### config.mk
export PLATFORM = sky130hd
export DESIGN_NAME = dpll_lock
export DESIGN_NICKNAME = d
export VERILOG_FILES = /design/src/hw/dpll_pkg.sv /design/src/hw/dpll_lock.sv /design/src/hw/dpll_sector_rx.sv
export SDC_FILE = /design/constraint.sdc
export NUM_CORES = 1
export LEC_CHECK = 0
export BUFFER_PORTS_ARGS = -buffer_cell sky130_fd_sc_hd__buf_2
export CORE_MARGIN = 2
export CORE_UTILIZATION = 60
export DETAILED_ROUTE_END_ITERATION = 8
export PLACE_DENSITY = 0.78
export SYNTH_ARGS = -nofsm -noshare
export SYNTH_HDL_FRONTEND = slang
export SYNTH_SLANG_ARGS = --single-unit
### constraint.sdc
create_clock -name core_clk -period 3.3 [get_ports core_clk]
set_input_delay 0.495 -clock core_clk [delete_from_list [all_inputs] [get_ports core_clk]]
set_output_delay 0.495 -clock core_clk [all_outputs]
set_load 0.1 [all_outputs]
### src/hw/dpll_pkg.sv
`default_nettype none
package dpll_pkg;

	localparam int SECTOR_WORDS_DEF = 256;
	localparam int PW_BITS          = 256;

	typedef logic [PW_BITS-1:0] dpll_pw_t;

	localparam logic [7:0] OP_SET_PW     = 8'hF1;
	localparam logic [7:0] OP_UNLOCK     = 8'hF2;
	localparam logic [7:0] OP_ERASE_PREP = 8'hF3;
	localparam logic [7:0] OP_ERASE_UNIT = 8'hF4;
	localparam logic [7:0] OP_FREEZE     = 8'hF5;
	localparam logic [7:0] OP_DISABLE_PW = 8'hF6;

	localparam dpll_pw_t    FACTORY_MASTER_PW = {16{16'h2020}};
	localparam logic [15:0] FACTORY_REV       = 16'hFFFE;
	localparam logic [15:0] REV_MAX           = 16'hFFFD;
	localparam logic [2:0]  UNLOCK_TRIES      = 3'h5;
	localparam logic [2:0]  TRIES_SPENT       = 3'h0;

	localparam int CW_IDENT_BIT = 0;
	localparam int CW_LEVEL_BIT = 8;
	localparam int WI_CTRL      = 0;
	localparam int WI_PW_FIRST  = 1;
	localparam int WI_PW_LAST   = 16;
	localparam int WI_REV       = 17;

	localparam logic LEVEL_HIGH = 1'b0;
	localparam logic LEVEL_MAX  = 1'b1;

	localparam logic [7:0]  REG_STATUS       = 8'h00;
	localparam logic [7:0]  REG_MREV         = 8'h04;
	localparam logic [7:0]  REG_CTRL         = 8'h08;
	localparam logic [7:0]  REG_ID128        = 8'h0C;
	localparam logic [31:0] CTRL_RESET       = 32'h0000_0001;
	localparam int          CTRL_SUPPORT_BIT = 0;

	typedef struct packed {
		logic [7:0] opcode;
		logic       media;
	} dpll_cmd_s;

	typedef struct packed {
		logic [15:0] ctrl;
		dpll_pw_t    pw;
		logic [15:0] rev;
	} dpll_sector_s;

	typedef struct packed {
		logic [2:0] tries;
		logic       pend;
		logic       level;
		logic       frozen;
		logic       locked;
		logic       enabled;
	} dpll_status_s;

	typedef struct packed {
		logic [9:0] rsvd;
		logic       level;
		logic       expired;
		logic       frozen;
		logic       locked;
		logic       enabled;
		logic       supported;
	} dpll_id128_s;

endpackage : dpll_pkg
`default_nettype wire

### src/hw/dpll_lock.sv
`timescale 1ns/1ps
`default_nettype none
module dpll_lock
	import dpll_pkg::*;
#(
	parameter int SECTOR_WORDS = SECTOR_WORDS_DEF
) (
	input  wire logic         core_clk,
	input  wire logic         rstn,
	input  wire logic         hw_reset,
	input  wire logic         cmd_valid,
	input  wire dpll_cmd_s    cmd,
	output logic              cmd_ready,
	input  wire logic         dat_valid,
	input  wire logic [15:0]  dat_word,
	output var  logic         rsp_done,
	output var  logic         rsp_abort,
	output var  logic         erase_start,
	output var  logic [15:0]  id_word92,
	output var  logic [15:0]  id_word128,
	input  wire logic [7:0]   bus_addr,
	input  wire logic [31:0]  bus_wdata,
	input  wire logic         bus_wr,
	input  wire logic         bus_rd,
	output var  logic [31:0]  bus_rdata
);

	typedef enum logic [1:0] {
		ST_IDLE,
		ST_RECV,
		ST_EXEC
	} dpll_state_e;

	function automatic logic pw_match(input dpll_pw_t a, input dpll_pw_t b);
		// Every bit takes part, so a partial match never passes.
		return a == b;
	endfunction : pw_match

	function automatic logic is_security(input logic [7:0] op);
		return op == OP_SET_PW || op == OP_UNLOCK || op == OP_ERASE_PREP ||
			op == OP_ERASE_UNIT || op == OP_FREEZE || op == OP_DISABLE_PW;
	endfunction : is_security

	function automatic logic needs_sector(input logic [7:0] op);
		return op == OP_SET_PW || op == OP_UNLOCK || op == OP_ERASE_UNIT ||
			op == OP_DISABLE_PW;
	endfunction : needs_sector

	dpll_state_e  state_reg;
	dpll_cmd_s    cmd_reg;
	dpll_pw_t     user_pw_reg;
	dpll_pw_t     master_pw_reg;
	logic [15:0]  master_rev_reg;
	logic         enabled_reg;
	logic         level_reg;
	logic         locked_reg;
	logic         frozen_reg;
	logic         pend_reg;
	logic [2:0]   tries_reg;
	logic [31:0]  ctrl_reg;
	dpll_sector_s sector;
	logic         sector_done;
	logic         rx_start;

	logic         abort_c;
	logic         do_set_user;
	logic         do_set_master;
	logic         do_unlock;
	logic         do_dec;
	logic         do_erase;
	logic         do_disable;
	logic         do_freeze;
	logic         do_prep;
	logic         exec;
	logic         supported;
	logic         expired;
	logic         user_ok;
	logic         master_ok;
	logic         pick_ok;
	logic         id_master;
	dpll_status_s status;
	dpll_id128_s  id128;

	assign cmd_ready = state_reg == ST_IDLE;
	assign rx_start  = cmd_valid && cmd_ready && needs_sector(cmd.opcode);
	assign exec      = state_reg == ST_EXEC && !hw_reset;
	assign supported = ctrl_reg[CTRL_SUPPORT_BIT];
	assign expired   = tries_reg == TRIES_SPENT;
	assign id_master = sector.ctrl[CW_IDENT_BIT];
	assign user_ok   = pw_match(sector.pw, user_pw_reg);
	assign master_ok = pw_match(sector.pw, master_pw_reg);
	assign pick_ok   = id_master ? master_ok : user_ok;

	dpll_sector_rx #(
		.SECTOR_WORDS(SECTOR_WORDS)
	) u_rx (
		.core_clk  (core_clk),
		.rstn      (rstn),
		.start     (rx_start),
		.cancel    (hw_reset),
		.dat_valid (dat_valid),
		.dat_word  (dat_word),
		.sector    (sector),
		.done      (sector_done)
	);

	always_ff @(posedge core_clk or negedge rstn) begin
		if (!rstn) begin
			state_reg <= ST_IDLE;
		end else if (hw_reset) begin
			state_reg <= ST_IDLE;
		end else begin
			unique case (state_reg)
				ST_IDLE: begin
					if (cmd_valid) begin
						state_reg <= needs_sector(cmd.opcode) ? ST_RECV : ST_EXEC;
					end
				end
				ST_RECV: begin
					if (sector_done) begin
						state_reg <= ST_EXEC;
					end
				end
				ST_EXEC: begin
					state_reg <= ST_IDLE;
				end
			endcase
		end
	end

	always_ff @(posedge core_clk or negedge rstn) begin
		if (!rstn) begin
			cmd_reg <= '0;
		end else if (cmd_valid && cmd_ready) begin
			cmd_reg <= cmd;
		end
	end

	always_comb begin
		abort_c       = 1'b0;
		do_set_user   = 1'b0;
		do_set_master = 1'b0;
		do_unlock     = 1'b0;
		do_dec        = 1'b0;
		do_erase      = 1'b0;
		do_disable    = 1'b0;
		do_freeze     = 1'b0;
		do_prep       = 1'b0;
		if (!supported && is_security(cmd_reg.opcode)) begin
			abort_c = 1'b1;
		end else begin
			unique case (cmd_reg.opcode)
				OP_SET_PW: begin
					if (locked_reg || frozen_reg) begin
						abort_c = 1'b1;
					end else if (id_master) begin
						if (sector.rev > REV_MAX) begin
							abort_c = 1'b1;
						end else begin
							do_set_master = 1'b1;
						end
					end else begin
						do_set_user = 1'b1;
					end
				end
				OP_UNLOCK: begin
					if (frozen_reg || expired) begin
						abort_c = 1'b1;
					end else if (id_master && level_reg == LEVEL_MAX) begin
						abort_c = 1'b1;
					end else if (pick_ok) begin
						do_unlock = 1'b1;
					end else begin
						abort_c = 1'b1;
						do_dec  = locked_reg;
					end
				end
				OP_ERASE_PREP: begin
					if (frozen_reg) begin
						abort_c = 1'b1;
					end else begin
						do_prep = 1'b1;
					end
				end
				OP_ERASE_UNIT: begin
					if (frozen_reg || expired || !pend_reg) begin
						abort_c = 1'b1;
					end else if (pick_ok) begin
						do_erase = 1'b1;
					end else begin
						abort_c = 1'b1;
					end
				end
				OP_FREEZE: begin
					if (locked_reg) begin
						abort_c = 1'b1;
					end else begin
						do_freeze = 1'b1;
					end
				end
				OP_DISABLE_PW: begin
					if (locked_reg || frozen_reg || !pick_ok) begin
						abort_c = 1'b1;
					end else begin
						do_disable = 1'b1;
					end
				end
				default: begin
					abort_c = cmd_reg.media && locked_reg;
				end
			endcase
		end
	end

	// Passwords live only in flip-flops, so power-on brings back factory values.
	always_ff @(posedge core_clk or negedge rstn) begin
		if (!rstn) begin
			user_pw_reg    <= '0;
			master_pw_reg  <= FACTORY_MASTER_PW;
			master_rev_reg <= FACTORY_REV;
		end else if (exec && do_set_user) begin
			user_pw_reg <= sector.pw;
		end else if (exec && do_set_master) begin
			master_pw_reg  <= sector.pw;
			master_rev_reg <= sector.rev;
		end
	end

	always_ff @(posedge core_clk or negedge rstn) begin
		if (!rstn) begin
			enabled_reg <= 1'b0;
			level_reg   <= LEVEL_HIGH;
		end else if (exec && do_set_user) begin
			enabled_reg <= 1'b1;
			level_reg   <= sector.ctrl[CW_LEVEL_BIT];
		end else if (exec && (do_erase || do_disable)) begin
			enabled_reg <= 1'b0;
		end
	end

	// A new user password arms the lock but never locks until the next hw_reset.
	always_ff @(posedge core_clk or negedge rstn) begin
		if (!rstn) begin
			locked_reg <= 1'b0;
		end else if (hw_reset) begin
			locked_reg <= enabled_reg;
		end else if (exec && (do_unlock || do_erase)) begin
			locked_reg <= 1'b0;
		end
	end

	always_ff @(posedge core_clk or negedge rstn) begin
		if (!rstn) begin
			frozen_reg <= 1'b0;
		end else if (hw_reset) begin
			frozen_reg <= 1'b0;
		end else if (exec && do_freeze) begin
			frozen_reg <= 1'b1;
		end
	end

	always_ff @(posedge core_clk or negedge rstn) begin
		if (!rstn) begin
			tries_reg <= UNLOCK_TRIES;
		end else if (hw_reset) begin
			tries_reg <= UNLOCK_TRIES;
		end else if (exec && do_dec && !expired) begin
			tries_reg <= tries_reg - 3'h1;
		end
	end

	// Commands run one at a time, so the next executed command decides the flag.
	always_ff @(posedge core_clk or negedge rstn) begin
		if (!rstn) begin
			pend_reg <= 1'b0;
		end else if (hw_reset) begin
			pend_reg <= 1'b0;
		end else if (exec) begin
			pend_reg <= do_prep;
		end
	end

	always_ff @(posedge core_clk or negedge rstn) begin
		if (!rstn) begin
			rsp_done    <= 1'b0;
			rsp_abort   <= 1'b0;
			erase_start <= 1'b0;
		end else begin
			rsp_done    <= exec;
			erase_start <= exec && do_erase;
			if (exec) begin
				rsp_abort <= abort_c;
			end
		end
	end

	always_comb begin
		status         = '0;
		status.tries   = tries_reg;
		status.pend    = pend_reg;
		status.level   = level_reg;
		status.frozen  = frozen_reg;
		status.locked  = locked_reg;
		status.enabled = enabled_reg;
		id128           = '0;
		id128.level     = level_reg;
		id128.expired   = expired;
		id128.frozen    = frozen_reg;
		id128.locked    = locked_reg;
		id128.enabled   = enabled_reg;
		id128.supported = supported;
	end

	always_ff @(posedge core_clk or negedge rstn) begin
		if (!rstn) begin
			id_word92  <= FACTORY_REV;
			id_word128 <= '0;
		end else begin
			id_word92  <= master_rev_reg;
			id_word128 <= id128;
		end
	end

	always_ff @(posedge core_clk or negedge rstn) begin
		if (!rstn) begin
			ctrl_reg <= CTRL_RESET;
		end else if (bus_wr && bus_addr == REG_CTRL) begin
			ctrl_reg <= 32'(bus_wdata[CTRL_SUPPORT_BIT]);
		end
	end

	// Read data stand for exactly one cycle and are zero otherwise.
	always_ff @(posedge core_clk or negedge rstn) begin
		if (!rstn) begin
			bus_rdata <= '0;
		end else if (bus_rd) begin
			unique case (bus_addr)
				REG_STATUS: bus_rdata <= 32'(status);
				REG_MREV:   bus_rdata <= 32'(master_rev_reg);
				REG_CTRL:   bus_rdata <= ctrl_reg;
				REG_ID128:  bus_rdata <= 32'(id128);
				default:    bus_rdata <= '0;
			endcase
		end else begin
			bus_rdata <= '0;
		end
	end

endmodule : dpll_lock
`default_nettype wire

### src/hw/dpll_sector_rx.sv
`timescale 1ns/1ps
`default_nettype none
module dpll_sector_rx
	import dpll_pkg::*;
#(
	parameter int SECTOR_WORDS = SECTOR_WORDS_DEF
) (
	input  wire logic         core_clk,
	input  wire logic         rstn,
	input  wire logic         start,
	input  wire logic         cancel,
	input  wire logic         dat_valid,
	input  wire logic [15:0]  dat_word,
	output var  dpll_sector_s sector,
	output var  logic         done
);

	// The word index is nine bits wide and must reach the revision word.
	if (SECTOR_WORDS < WI_REV + 1 || SECTOR_WORDS > 511) begin : g_bad_words
		$error("SECTOR_WORDS out of range");
	end

	logic [8:0] idx_reg;
	logic       busy_reg;

	always_ff @(posedge core_clk or negedge rstn) begin
		if (!rstn) begin
			busy_reg <= 1'b0;
			idx_reg  <= '0;
			done     <= 1'b0;
		end else begin
			done <= 1'b0;
			if (cancel) begin
				busy_reg <= 1'b0;
			end else if (start) begin
				busy_reg <= 1'b1;
				idx_reg  <= '0;
			end else if (busy_reg && dat_valid) begin
				idx_reg <= idx_reg + 9'd1;
				if (idx_reg == 9'(SECTOR_WORDS - 1)) begin
					busy_reg <= 1'b0;
					done     <= 1'b1;
				end
			end
		end
	end

	// Reserved words are counted but never stored.
	always_ff @(posedge core_clk or negedge rstn) begin
		if (!rstn) begin
			sector <= '0;
		end else if (busy_reg && dat_valid && !start && !cancel) begin
			if (idx_reg == 9'(WI_CTRL)) begin
				sector.ctrl <= dat_word;
			end
			if (idx_reg >= 9'(WI_PW_FIRST) && idx_reg <= 9'(WI_PW_LAST)) begin
				sector.pw <= {dat_word, sector.pw[PW_BITS-1:16]};
			end
			if (idx_reg == 9'(WI_REV)) begin
				sector.rev <= dat_word;
			end
		end
	end

endmodule : dpll_sector_rx
`default_nettype wire

# Word level (Yosys, flattened, before mapping)
# Index checks and enable logic that the tools add are counted.
[word_totals] register_bits=881 latchBits=0 ramBits=0 romBits=0 elab_cells=182 memories=0
[classes] n_addsub=2 n_mul=0 n_div=0 order_cmp=3 eq_ne=21 n_shift=0 mux=71 bitwise_logic=2 reduce_logical=58
[ops] op="== test 256 bit" count=2
[ops] op="== test 8 bit, second input constant" count=10
[ops] op="case mux 16 bit (4 select lines)" count=1
[ops] op="two-way mux 1 bit" count=59
[ops] op="logical AND 1 bit" count=19
[ops] op="two-way mux 9 bit" count=2
[ops] op="== test 8 x 4 -> 1 bit, second input constant" count=2
[ops] op="> comparator 16 bit, second input constant" count=1
[ops] op="two-way mux 16 bit" count=1
[ops] op="logical OR 1 bit" count=14
[ops] op="AND reduction 2 bit" count=7
[ops] op="nonzero test 2 bit" count=6
[ops] op="adder 9 x 1 -> 9 bit, second input constant" count=1
[ops] op="== test 9 x 5 -> 1 bit, second input constant" count=1
[ops] op="== test 9 x 8 -> 1 bit, second input constant" count=1
[ops] op="greater-or-equal comparator 9 x 1 -> 1 bit, second input constant" count=1
[ops] op="less-or-equal comparator 9 x 5 -> 1 bit, second input constant" count=1
[ops] op="logical NOT 9 bit" count=1
[ops] op="== test 8 x 3 -> 1 bit, second input constant" count=1
[ops] op="logical NOT 8 bit" count=1
[ops] op="two-way mux 2 bit" count=4
[ops] op="logical NOT 1 bit" count=6
[ops] op="two-way mux 3 bit" count=2
[ops] op="case mux 1 bit (6 select lines)" count=1
[ops] op="10 further kinds" count=12

# Depth between registers and ports, before layout
# Gate-level depths: netlist (run 1).
[depth] ltp_word=12 depth_mapped=11

# Cells and area by module
# From an unflattened synthesis (run 1), not the netlist that was laid out.
[unflattened] hier_cells=3211 hier_area_um2=40261.1
[by_module_without_submodules] mod="dpll_lock" instances=1 cells_each=2530 area_per_inst_um2=27926.8 seq_area_each_um2=14820.5
[by_module_without_submodules] mod="dpll_sector_rx" instances=1 cells_each=681 area_per_inst_um2=12334.3 seq_area_each_um2=7482.2

# Worst setup path before layout (run 1)
# Ideal clock, no wire load.
[synth_path] path_type="register -> register" start="register state_reg[0]" end="register, netlist name u_rx.sector[256]" setup_time_ns=0.125 arrival_ns=2.698 t_required_ns=3.175 setup_slack_ns=0.477 path_stages_with_launch=9 n_path_buf=2 synth_period_minus_slack_ns=2.823 path_cell_list="dfrtp_1 inv_1 ha_1 nand2_1 o211ai_1 nor3_1 clkbuf_1 buf_2 mux2_2"
[synth_via] elab_chain_cells=7
[synth_rtl] item="start: declaration" line_no="dpll_lock.sv:49" text="dpll_state_e state_reg;"
[synth_rtl] item="start signal: assignment" line_no="dpll_lock.sv:116" text="state_reg <= needs_sector(cmd.opcode) ? ST_RECV : ST_EXEC;"
[synth_rtl] item="logical NOT 2 bit" line_no="dpll_lock.sv:84" text="assign cmd_ready = state_reg == ST_IDLE;"
[synth_rtl] item="net cmd_ready" line_no="dpll_lock.sv:13" text="output logic cmd_ready,"
[synth_rtl] item="logical AND 1 bit (2 in a row)" line_no="dpll_lock.sv:85" text="assign rx_start = cmd_valid && cmd_ready && needs_sector(cmd.opcode);"
[synth_rtl] item="logical NOT 1 bit" line_no="dpll_sector_rx.sv:52" text="end else if (busy_reg && dat_valid && !start && !cancel) begin"
[synth_rtl] item="logical AND 1 bit (2 in a row)" line_no="dpll_sector_rx.sv:52"
[synth_rtl] item="AND reduction 2 bit (no source line)"
# The timed path passes the listed nets, and every way through them passes these cells.
# A chain may end at the register's enable or synchronous reset.

# Worst setup path after layout (run 1)
[layout_path] start="register, netlist name u_rx.sector[272]" end="register enabled_reg"
[layout_via] elab_chain_cells=9 elab_cells_between_ends=19 cone_classes="13 x mux; 6 x reduce/logical"
[layout_rtl] item="two-way mux 1 bit" line_no="dpll_lock.sv:92" text="assign pick_ok = id_master ? master_ok : user_ok;"
[layout_rtl] item="logical NOT 1 bit" line_no="dpll_lock.sv:202" text="if (locked_reg || frozen_reg || !pick_ok) begin"
[layout_rtl] item="logical OR 1 bit" line_no="dpll_lock.sv:202"
[layout_rtl] item="two-way mux 1 bit" line_no="dpll_lock.sv:202"
[layout_rtl] item="two-way mux 1 bit" line_no="dpll_lock.sv:152" text="unique case (cmd_reg.opcode)"
[layout_rtl] item="two-way mux 1 bit" line_no="dpll_lock.sv:149" text="if (!supported && is_security(cmd_reg.opcode)) begin"
[layout_rtl] item="logical OR 1 bit" line_no="dpll_lock.sv:236" text="end else if (exec && (do_erase || do_disable)) begin"
[layout_rtl] item="logical AND 1 bit" line_no="dpll_lock.sv:236"
[layout_rtl] item="nonzero test 2 bit (no source line)"
[layout_rtl] item="end signal: assignment" line_no="dpll_lock.sv:231" text="enabled_reg <= 1'b0;"
[layout_rtl] item="end signal: assignment" line_no="dpll_lock.sv:234" text="enabled_reg <= 1'b1;"
[layout_rtl] item="end signal: assignment" line_no="dpll_lock.sv:237" text="enabled_reg <= 1'b0;"
[layout_rtl] item="end: declaration" line_no="dpll_lock.sv:54" text="logic enabled_reg;"
# Several ways; a longest one is shown, not always the timed one.

==> results of run 1 <==
-- final timing paths --
check | start | end | cells after the start
max | u_rx.sector[272]$_DFFE_PN0P_ | enabled_reg$_DFFE_PN0P_ | 14
min | cmd[0] | cmd_reg[0]$_DFFE_PN0P_ | 2
max reg2reg | u_rx.sector[272]$_DFFE_PN0P_ | enabled_reg$_DFFE_PN0P_ | 14
min reg2reg | master_rev_reg[11]$_DFFE_PN1P_ | id_word92[11]$_DFF_PN1_ | 0
max in group asynchronous | rstn | master_pw_reg[93]$_DFFE_PN1P_ | 3
min in group asynchronous | rstn | id_word128[0]$_DFF_PN0_ | 2
-- placed cells by master, fill, tap and decap left out, types with 23 or more instances in the layout --
cell,n
buf_4,99
nor2_1,29
conb_1,26
mux2i_1,256
xnor2_1,254
nor4_1,52
dfstp_2,65
clkbuf_1,23
mux2_2,813
buf_2,81
clkbuf_16,93
nand4_1,25
buf_12,37
dfrtp_1,808
-- metal layers --
metal	GRT usage [%]	vias up
met2	39.7	379
met1	34.9	11500
met5	0	-
met3	3.50	108
met4	7.27	0
li1	-	9721
-- power by group --
group          leakage (nW)  switching, mW  total (mW)  internal (mW)
sequential             12.0         0.0438        10.8           10.8
combinational          7.37          0.599       0.845          0.246
clock                  1.44           4.11        10.0           5.89
-- worst max-delay path: cells and delay by family, from the launching register on --
| family | cells | cell delay [ns] |
|---|---|---|
| buffers and inverters | 6 | 0.95 |
| DFF | 1 | 0.53 |
| xor gates and xnor gates | 1 | 0.10 |
| AOI/OAI and AO/OA | 2 | 0.30 |
| muxes | 1 | 0.18 |
| and+or+nand+nor | 4 | 1.08 |
-- logic make-up after synthesis --
kind of cell               share of synthesized area, %
AOI/OAI and AO/OA                                 0.761
buffers and inverters                              2.38
DFF                                                57.0
muxes                                              30.7
xor gates and xnor gates                           5.89
adders and majority gates                         0.293
other                                           0.00974
and+or+nand+nor                                    2.94
-- final cells by class --
cell class	instances	area share [%]
antenna	1	0.00568
clock buffer	132	5.95
clock inverter	31	0.698
inverter	15	0.128
multi-input combinational	1618	36.2
sequential	874	49.8
tap	846	2.40
timing repair buffer	230	4.76
-- metrics by stage --
| stage | hold WS (ns) | instance area [um^2] |
|---|---|---|
| after floorplan | 0.199 | 38600 |
| after global placement | 0.359 | 40600 |
| after detailed placement | 0.362 | 40600 |
| after CTS | 0.0669 | 43800 |
| after global routing | 0.0893 | 44100 |
| final | 0.0962 | 44100 |
-- repair_timing --
| action | 4_1_cts | 5_1_grt |
|---|---|---|
| resized for setup | 17 | 42 |
| hold buffers | 1 | 0 |
| pin swaps | 8 | 15 |
| setup endpoints to repair | 6 | 6 |
| cloned | 3 | 1 |
| setup buffers | 6 | 14 |
| endpoints found under the hold margin | 58 | 0 |
==> results.toml, run 1 <==
[timing]
max_freq_ghz = 0.307
relSlewSlack_pct = 39.1
setup_viol = 0
drv_slew = 0
fin_worst_skew_ns = 0.0246
period_needed_ns = 3.26
setup_tns_ns = 0
period_share_pct = 98.7
rsz0062_at_grt = "true"
max_slew.worst_pin.slew_ns = 0.911
worst_slack_ns = 0.0442
final_hold_viol_count = 0

[clocking]
clk_pin_slew_worst_paths_ns = 0.06
cts_htree_levels = 3
cts_made_buffers = 89
root_buffer = "clkbuf_16"
clock_sinks = 874
cts_buffer_depth = 3
insertion_delay_ns = 0.63
tritoncts = "built"

[worst_setup_path]
crit_chain = "buf_6 -> buf_12 -> buf_12 -> buf_4 -> mux2i_1 -> xnor2_1 -> nor4_1 -> nand4_1 -> nor4_4 -> buf_4 -> nand4_4 -> buf_12 -> a21o_1 -> a21o_1"
critPathKind = "register to register"
start_kind = "register"
required_ns = 3.82
r2r_setup_slack_ns = 0.04
cp_common_cell = "buf_12"
crit_fanout = 11
cp_data_arrival_time_ns = 3.78
endpoint_kind = "register"
critPathSlowestCell = "dfrtp_4"
cpPeakStageDelay_ns = 0.53

[route]
routed.top_layer = "met4"
vias = 21700
wl_mm = 80.6
wl_met1_mm = 37.0
wl_met3_mm = 2.90
drtIter0Drc = 1308
viasPerCell = 5.79
first_pass_iters = 5
post_drt_wl_per_cell_um = 21.5
wl_met2_mm = 39.0
ant_nets = 0
drc = 0

[logic_synthesis]
netlist_instances = 2637
ys.flop_type = "dfrtp_1"
synth_top_area_share_pct = 52.6
synth_edf_count = 0
async_flop_share_pct = 100
yosys_warnings = 0
synth.area.top_cells = "dfrtp_1 53%, mux2_2 24%, mux2i_1 6.9%"
ys_types = 46
syn-cell-area_mm2 = 0.0385
synth_commonest_cells = "813 x mux2_2, 809 x dfrtp_1, 265 x mux2i_1, 257 x xnor2_1, 76 x buf_2"
synth-seq-area-share_pct = 57.0
syn_area_per_cell_um2 = 14.6
yosys.area.top_type = "dfrtp_1"
yosysMostFrequentCell = "mux2_2"
ys_ff_latch = 874

[die]
fp.dieH_um = 257
rows = 92
start_util_pct = 60.9
die_width_um = 257
fp.coreArea_mm2 = 0.0632
ios = 140
die-area_mm2 = 0.0662

[run]
cap_violations = 0

[placement]
place_hpwl_mm = 51.1
portBuffers = 82
pre_cts_slack_ns = -0.174
place_congestion = 0.840
placed_cells = 3561

[grt]
grt_max_degree = 97
grt_use_total_pct = 24.6
grt_pass1_vias = 22900
antenna_found_initial = 2
grt_pass1_wl_mm = 128
overflow = 0

[worst_hold_path]
hp-class = "input port to register"

[cells_and_area]
largest_register_ffs = 274
seqCellArea_mm2 = 0.0220
layout.cells.non_filler = 3747
final_core_util_pct = 69.7
fin_nets = 2909
multi_input_area_mm2 = 0.0160
drive_gt1_share_pct = 44.4
area_growth_pct = 14.5
fillCellCount = 4095

[power]
vdd_drop_max_mv = 0.367
power.density_mw_per_mm2 = 491
p_leak_nw = 20.8
total_power_mw = 21.6

[status]
status = "complete, no violations"
(Power assumes the default switching activity.)
==> inputs of run 2 (changes only) <==
==> constraint.sdc (replaced) <==
create_clock -name core_clk -period 3.3 [get_ports core_clk]
set_input_delay 0.165 -clock core_clk [delete_from_list [all_inputs] [get_ports core_clk]]
set_output_delay 0.165 -clock core_clk [all_outputs]
set_load 0.1 [all_outputs]
==> run 2 against run 1 <==
  * Global-route usage grew 0.075 points
  * Sequential power is essentially flat
  * Worst setup slack gained 0.027 ns
  * Die area is the same
  * Worst hold slack lost 0.056 ns
  * Routed wire length shrank 0.25%
  * Register-to-register slack gained 0.03 ns
  * Clock power grew 5%
  * Cell count grew 0.32%
  * Combinational power grew 2%
  * Cell area grew 0.64%
  * Via count is essentially flat
==> results.toml, run 2 (same netlist as run 1, synthesis figures left out) <==
[route]
first_pass_iters = 5
drc = 0
wl_mm = 80.4
vias = 21700
viasPerCell = 5.77
post_drt_wl_per_cell_um = 21.4
drtIter0Drc = 1300
ant_nets = 0

[clocking]
cts_buffer_depth = 3
clk_pin_slew_worst_paths_ns = 0.06
root_buffer = "clkbuf_16"
tritoncts = "built"
clock_sinks = 874
cts_htree_levels = 3
cts_made_buffers = 90
insertion_delay_ns = 0.64

[timing]
final_hold_viol_count = 0
relSlewSlack_pct = 47.6
fin_worst_skew_ns = 0.0333
setup_viol = 0
worst_slack_ns = 0.0716
max_slew.worst_pin.slew_ns = 0.785
rsz0062_at_grt = "true"
period_share_pct = 97.8
drv_slew = 0
max_freq_ghz = 0.310
period_needed_ns = 3.23

[worst_setup_path]
r2r_cells = 14
cp_num_cells = 14
worstReg2RegEnd = "enabled_reg$_DFFE_PN0P_"
r2r_setup_slack_ns = 0.07
cpPeakStageDelay_ns = 0.45
worstReg2RegStart = "u_rx.sector[272]$_DFFE_PN0P_"
crit_chain = "buf_12 -> buf_12 -> buf_12 -> mux2i_1 -> xnor2_1 -> nor4_2 -> buf_4 -> nand4_1 -> nor4_2 -> buf_4 -> nand4_4 -> buf_12 -> a21o_1 -> a21o_1"
critPathKind = "register to register"
critPathSlowestCell = "dfrtp_4"
cp_num_buf_inv = 6
cp_common_cell = "buf_12"
endpoint_kind = "register"
crit_family = "buffers and inverters"
cp_data_arrival_time_ns = 3.75
required_ns = 3.82
crit_fanout = 17
start_kind = "register"

[grt]
grt_use_total_pct = 24.6
overflow = 0
grt_pass1_wl_mm = 130
grt_pass1_vias = 23100
antenna_found_initial = 0
grt_max_degree = 106

[die]
rows = 92
die-area_mm2 = 0.0662
ios = 140
start_util_pct = 60.9
fp.coreArea_mm2 = 0.0632
fp.dieH_um = 257
die_width_um = 257

[power]
p_leak_nw = 20.9
total_power_mw = 22.2
p_sw_share_pct = 22.0
switching_power_mw = 4.87
intPower_mw = 17.3
p_clk_share_pct = 47.5
sequentialPowerShare_pct = 48.6
power.density_mw_per_mm2 = 500
vdd_drop_max_mv = 0.337
comb_power_share_pct = 3.9

[cells_and_area]
drive_gt1_share_pct = 43.7
fin_nets = 2916
mostFrequentLayoutCells = "813 x mux2_2, 808 x dfrtp_1, 262 x mux2i_1, 255 x xnor2_1, 93 x clkbuf_16"
final_common_cell = "mux2_2"
antenna_cells = 0
multi_input_area_mm2 = 0.0160
area_growth_pct = 15.2
fillCellCount = 4055
largest_register_ffs = 274
seqCellArea_mm2 = 0.0220

[run]
cap_violations = 0

[worst_hold_path]
hp-class = "input port to register"
hold_end = "bus_rdata[4]$_DFF_PN0_"
min_from = "bus_addr[2]"
holdPathStages = 3

[placement]
place_hpwl_mm = 51.5
place_congestion = 0.831
portBuffers = 82
pre_cts_slack_ns = -0.143

[status]
status = "complete, no violations"
run 2: how the worst max path moves through the flow:
stage                                      start                      endpoint  slack (ns)
CTS                 u_rx.sector[272]$_DFFE_PN0P_       enabled_reg$_DFFE_PN0P_        0.02
detailed placement  u_rx.sector[272]$_DFFE_PN0P_       enabled_reg$_DFFE_PN0P_       -0.14
finish              u_rx.sector[272]$_DFFE_PN0P_       enabled_reg$_DFFE_PN0P_        0.07
floorplan               state_reg[0]$_DFFE_PN0P_  u_rx.sector[256]$_DFFE_PN0P_        0.48
global placement    u_rx.sector[272]$_DFFE_PN0P_       enabled_reg$_DFFE_PN0P_       -0.17
global route        u_rx.sector[272]$_DFFE_PN0P_       enabled_reg$_DFFE_PN0P_       -0.05
run 2: layout make-up:
type,count,area share [%]
flip-flops and latches,874,49.5
multi-input cells,1618,36.0
clock buffers,133,6.08
repair buffers,236,4.95
well taps,846,2.39
clock inverters,37,0.976
inverters,15,0.127
run 2: routing by layer:
| metal | wire, um | GRT usage (%) | up-vias |
|---|---|---|---|
| li1 | - | - | 9747 |
| met1 | 36800 | 34.9 | 11400 |
| met2 | 39300 | 40.5 | 373 |
| met3 | 2610 | 3.07 | 139 |
| met4 | 1690 | 6.67 | 0 |
| met5 | 0 | 0 | - |
run 2: tightest hold or removal path, stage by stage:
cell,delay (ns)
buf_2,0.21
a31oi_1,0.20
nor2_1,0.05
run 2: timing repair:
action,in CTS,in global routing
resized for setup,6,31
gates cloned,0,1
hold buffers,33,0
pin swaps,2,9
setup endpoints to repair,6,6
hold endpoints to repair,133,0
buffers inserted,2,9
run 2: metrics by stage:
stage	hold slack, ns	instance area, um^2	instances	util [%]	TNS (ns)
2_1_floorplan	-0.131	38600	2662	-	0
3_3_place_gp	0.217	40500	3544	64.1	-0.491
3_5_place_dp	0.226	40500	3544	64.1	-0.523
4_1_cts	0.00363	44100	3749	69.7	0
5_1_grt	0.0546	44400	3759	70.2	-0.0683
6_report	0.0398	44400	3759	70.2	0
run 2: power groups by stage:
stage / registers, mW / clock network, mW / logic, mW
floorplan: 11.0 / 0 / 0.402
global placement: 11.0 / 0 / 0.789
detailed placement: 11.0 / 0 / 0.811
CTS: 10.8 / 10.7 / 0.855
global route: 10.8 / 11.2 / 0.934
finish: 10.8 / 10.5 / 0.864
==> inputs of run 3 (changes only) <==
- CTS_BUF_LIST: unset -> sky130_fd_sc_hd__clkbuf_2 sky130_fd_sc_hd__clkbuf_4 sky130_fd_sc_hd__clkbuf_8
- CTS_CLUSTER_SIZE: unset -> 40
==> run 3 against run 2 <==
  * Sequential power about the same
  * Cell area increased by 0.27%
  * Via count increased by 1.8%
  * Worst hold slack improved by 0.066 ns
  * Register-to-register slack barely moved
  * Sequential cell count did not move
  * Maximum frequency fell by 0.46%
  * Non-clock buffer count rose by 11
  * Power is 2.4% lower
  * Combinational power grew 2%
  * Count of clock-buffer cells in the layout up 98
  * Routed wire length grew 1.1%
  * Largest cell class unchanged
==> results.toml, run 3 (same netlist as run 1, synthesis figures left out) <==
[route]
vias = 22100
wl_mm = 81.2
ant_nets = 0
viasPerCell = 5.73
drc = 0
drtIter0Drc = 1260
first_pass_iters = 7
post_drt_wl_per_cell_um = 21.1

[clocking]
root_buffer = "clkbuf_8"
insertion_delay_ns = 0.78
tritoncts = "built"
cts_made_buffers = 141
clock_sinks = 874
cts_buffer_depth = 3
clk_pin_slew_worst_paths_ns = 0.07
cts_htree_levels = 4

[worst_setup_path]
cp_num_buf_inv = 7
cp_data_arrival_time_ns = 3.89
endpoint_kind = "register"
cp_common_cell = "buf_12"
crit_family = "buffers and inverters"
crit_fanout = 18
start_kind = "register"
cpPeakStageDelay_ns = 0.44
critPathSlowestCell = "dfrtp_4"
worstReg2RegStart = "u_rx.sector[272]$_DFFE_PN0P_"
required_ns = 3.95
r2r_cells = 15
r2r_setup_slack_ns = 0.06
crit_chain = "buf_12 -> buf_12 -> buf_12 -> buf_4 -> mux2i_1 -> xnor2_1 -> nor4_2 -> nand4_1 -> nor4_2 -> buf_4 -> nand4_4 -> buf_12 -> buf_6 -> o211ai_1 -> a21oi_1"
critPathKind = "register to register"
cp_num_cells = 15
worstReg2RegEnd = "rsp_abort$_DFFE_PN0P_"

[cells_and_area]
layout.cells.non_filler = 3853
largest_register_ffs = 274
fin_area_mm2 = 0.0445
final_common_cell = "mux2_2"
area_growth_pct = 15.5
fin_nets = 2978
drive_gt1_share_pct = 45.9
mostFrequentLayoutCells = "813 x mux2_2, 808 x dfrtp_1, 259 x mux2i_1, 255 x xnor2_1, 185 x clkbuf_8"

[power]
power.density_mw_per_mm2 = 487
p_leak_nw = 21.0
vdd_drop_max_mv = 0.387

[timing]
period_needed_ns = 3.24
max_slew.worst_pin.slew_ns = 0.839
max_freq_ghz = 0.308
rsz0062_at_grt = "true"
worst_slack_ns = 0.0567
drv_slew = 0
setup_viol = 0
whs_ns = 0.106
final_hold_viol_count = 0
fin_worst_skew_ns = 0.0249
period_share_pct = 98.3
relSlewSlack_pct = 43.9

[die]
start_util_pct = 60.9
fp.dieH_um = 257
fp.coreArea_mm2 = 0.0632
ios = 140
die-area_mm2 = 0.0662
die_width_um = 257
rows = 92

[placement]
portBuffers = 82
place_hpwl_mm = 51.5
place_congestion = 0.831
pre_cts_slack_ns = -0.143
placed_cells = 3544
place_area_mm2 = 0.0405

[grt]
grt_pass1_wl_mm = 130
antenna_found_initial = 1
grt_use_total_pct = 24.9
grt_pass1_vias = 23600
overflow = 0
grt_max_degree = 106

[run]
cap_violations = 0

[worst_hold_path]
hold_end = "bus_rdata[8]$_DFF_PN0_"
hp-class = "input port to register"
holdPathStages = 5
min_from = "bus_addr[4]"

[status]
status = "complete, no violations"
## run 3: cell types whose count changed in the layout (fill, tap and decap cells not counted), sizes merged
cell         delta
clkbuf         +97
clkinv         -13
dlygate4sd3     +6
buf             +5
bufinv          -5
clkinvlp        +4
inv             -2
bufbuf          +1
diode           +1
## run 3: worst max-delay path by stage
stage	slack, ns	end	startpoint
2_1_floorplan	0.48	u_rx.sector[256]$_DFFE_PN0P_	state_reg[0]$_DFFE_PN0P_
3_3_place_gp	-0.17	enabled_reg$_DFFE_PN0P_	u_rx.sector[272]$_DFFE_PN0P_
3_5_place_dp	-0.14	enabled_reg$_DFFE_PN0P_	u_rx.sector[272]$_DFFE_PN0P_
4_1_cts	0.06	enabled_reg$_DFFE_PN0P_	u_rx.sector[272]$_DFFE_PN0P_
5_1_grt	-0.05	tries_reg[1]$_DFFE_PN0P_	u_rx.sector[272]$_DFFE_PN0P_
6_report	0.06	rsp_abort$_DFFE_PN0P_	u_rx.sector[272]$_DFFE_PN0P_
## run 3: final cells by class
type                       instances  area, um^2
antenna                            1        2.50
clock buffer                     231        2890
clock inverter                    21         198
fill                            4131       18700
inverter                          15        56.3
multi-input combinational       1618       16000
sequential                       874       22000
tap                              846        1060
timing repair buffer             247        2310
## run 3: per-stage QoR
stage | util (%) | total power, mW | setup TNS (ns)
global placement | 64.1 | 11.8 | -0.491
global route | 70.4 | 22.4 | -0.153
floorplan | - | 11.4 | 0
detailed placement | 64.1 | 11.8 | -0.523
CTS | 69.8 | 21.8 | 0
finish | 70.4 | 21.7 | 0
## run 3: metal layers
layer / up-vias / wire [um] / GRT usage [%]
met5: - / 0 / 0
met4: 0 / 2070 / 8.03
met3: 168 / 2930 / 4.59
met2: 424 / 39300 / 40.0
met1: 11600 / 37000 / 34.5
li1: 9893 / - / -
## run 3: power breakdown
part | internal (mW) | total, mW | switching [mW]
clock | 5.76 | 9.99 | 4.23
combinational | 0.265 | 0.883 | 0.618
sequential | 10.8 | 10.8 | 0.0379
total | 16.8 | 21.7 | 4.88
## run 3: worst min-delay path, cell delays in order
cell     delay, ns
buf_2         0.08
nor2_1        0.04
nand4_1       0.19
nor3b_1       0.18
and2_1        0.19
## run 3: what timing repair did
action / in CTS / in global routing
endpoints found under the setup margin: 6 / 6
endpoints found under the hold margin: 382 / 0
hold buffers: 39 / 0
gates cloned: 1 / 0
setup buffers: 3 / 14
pin swaps: 1 / 11
resized for setup: 6 / 48
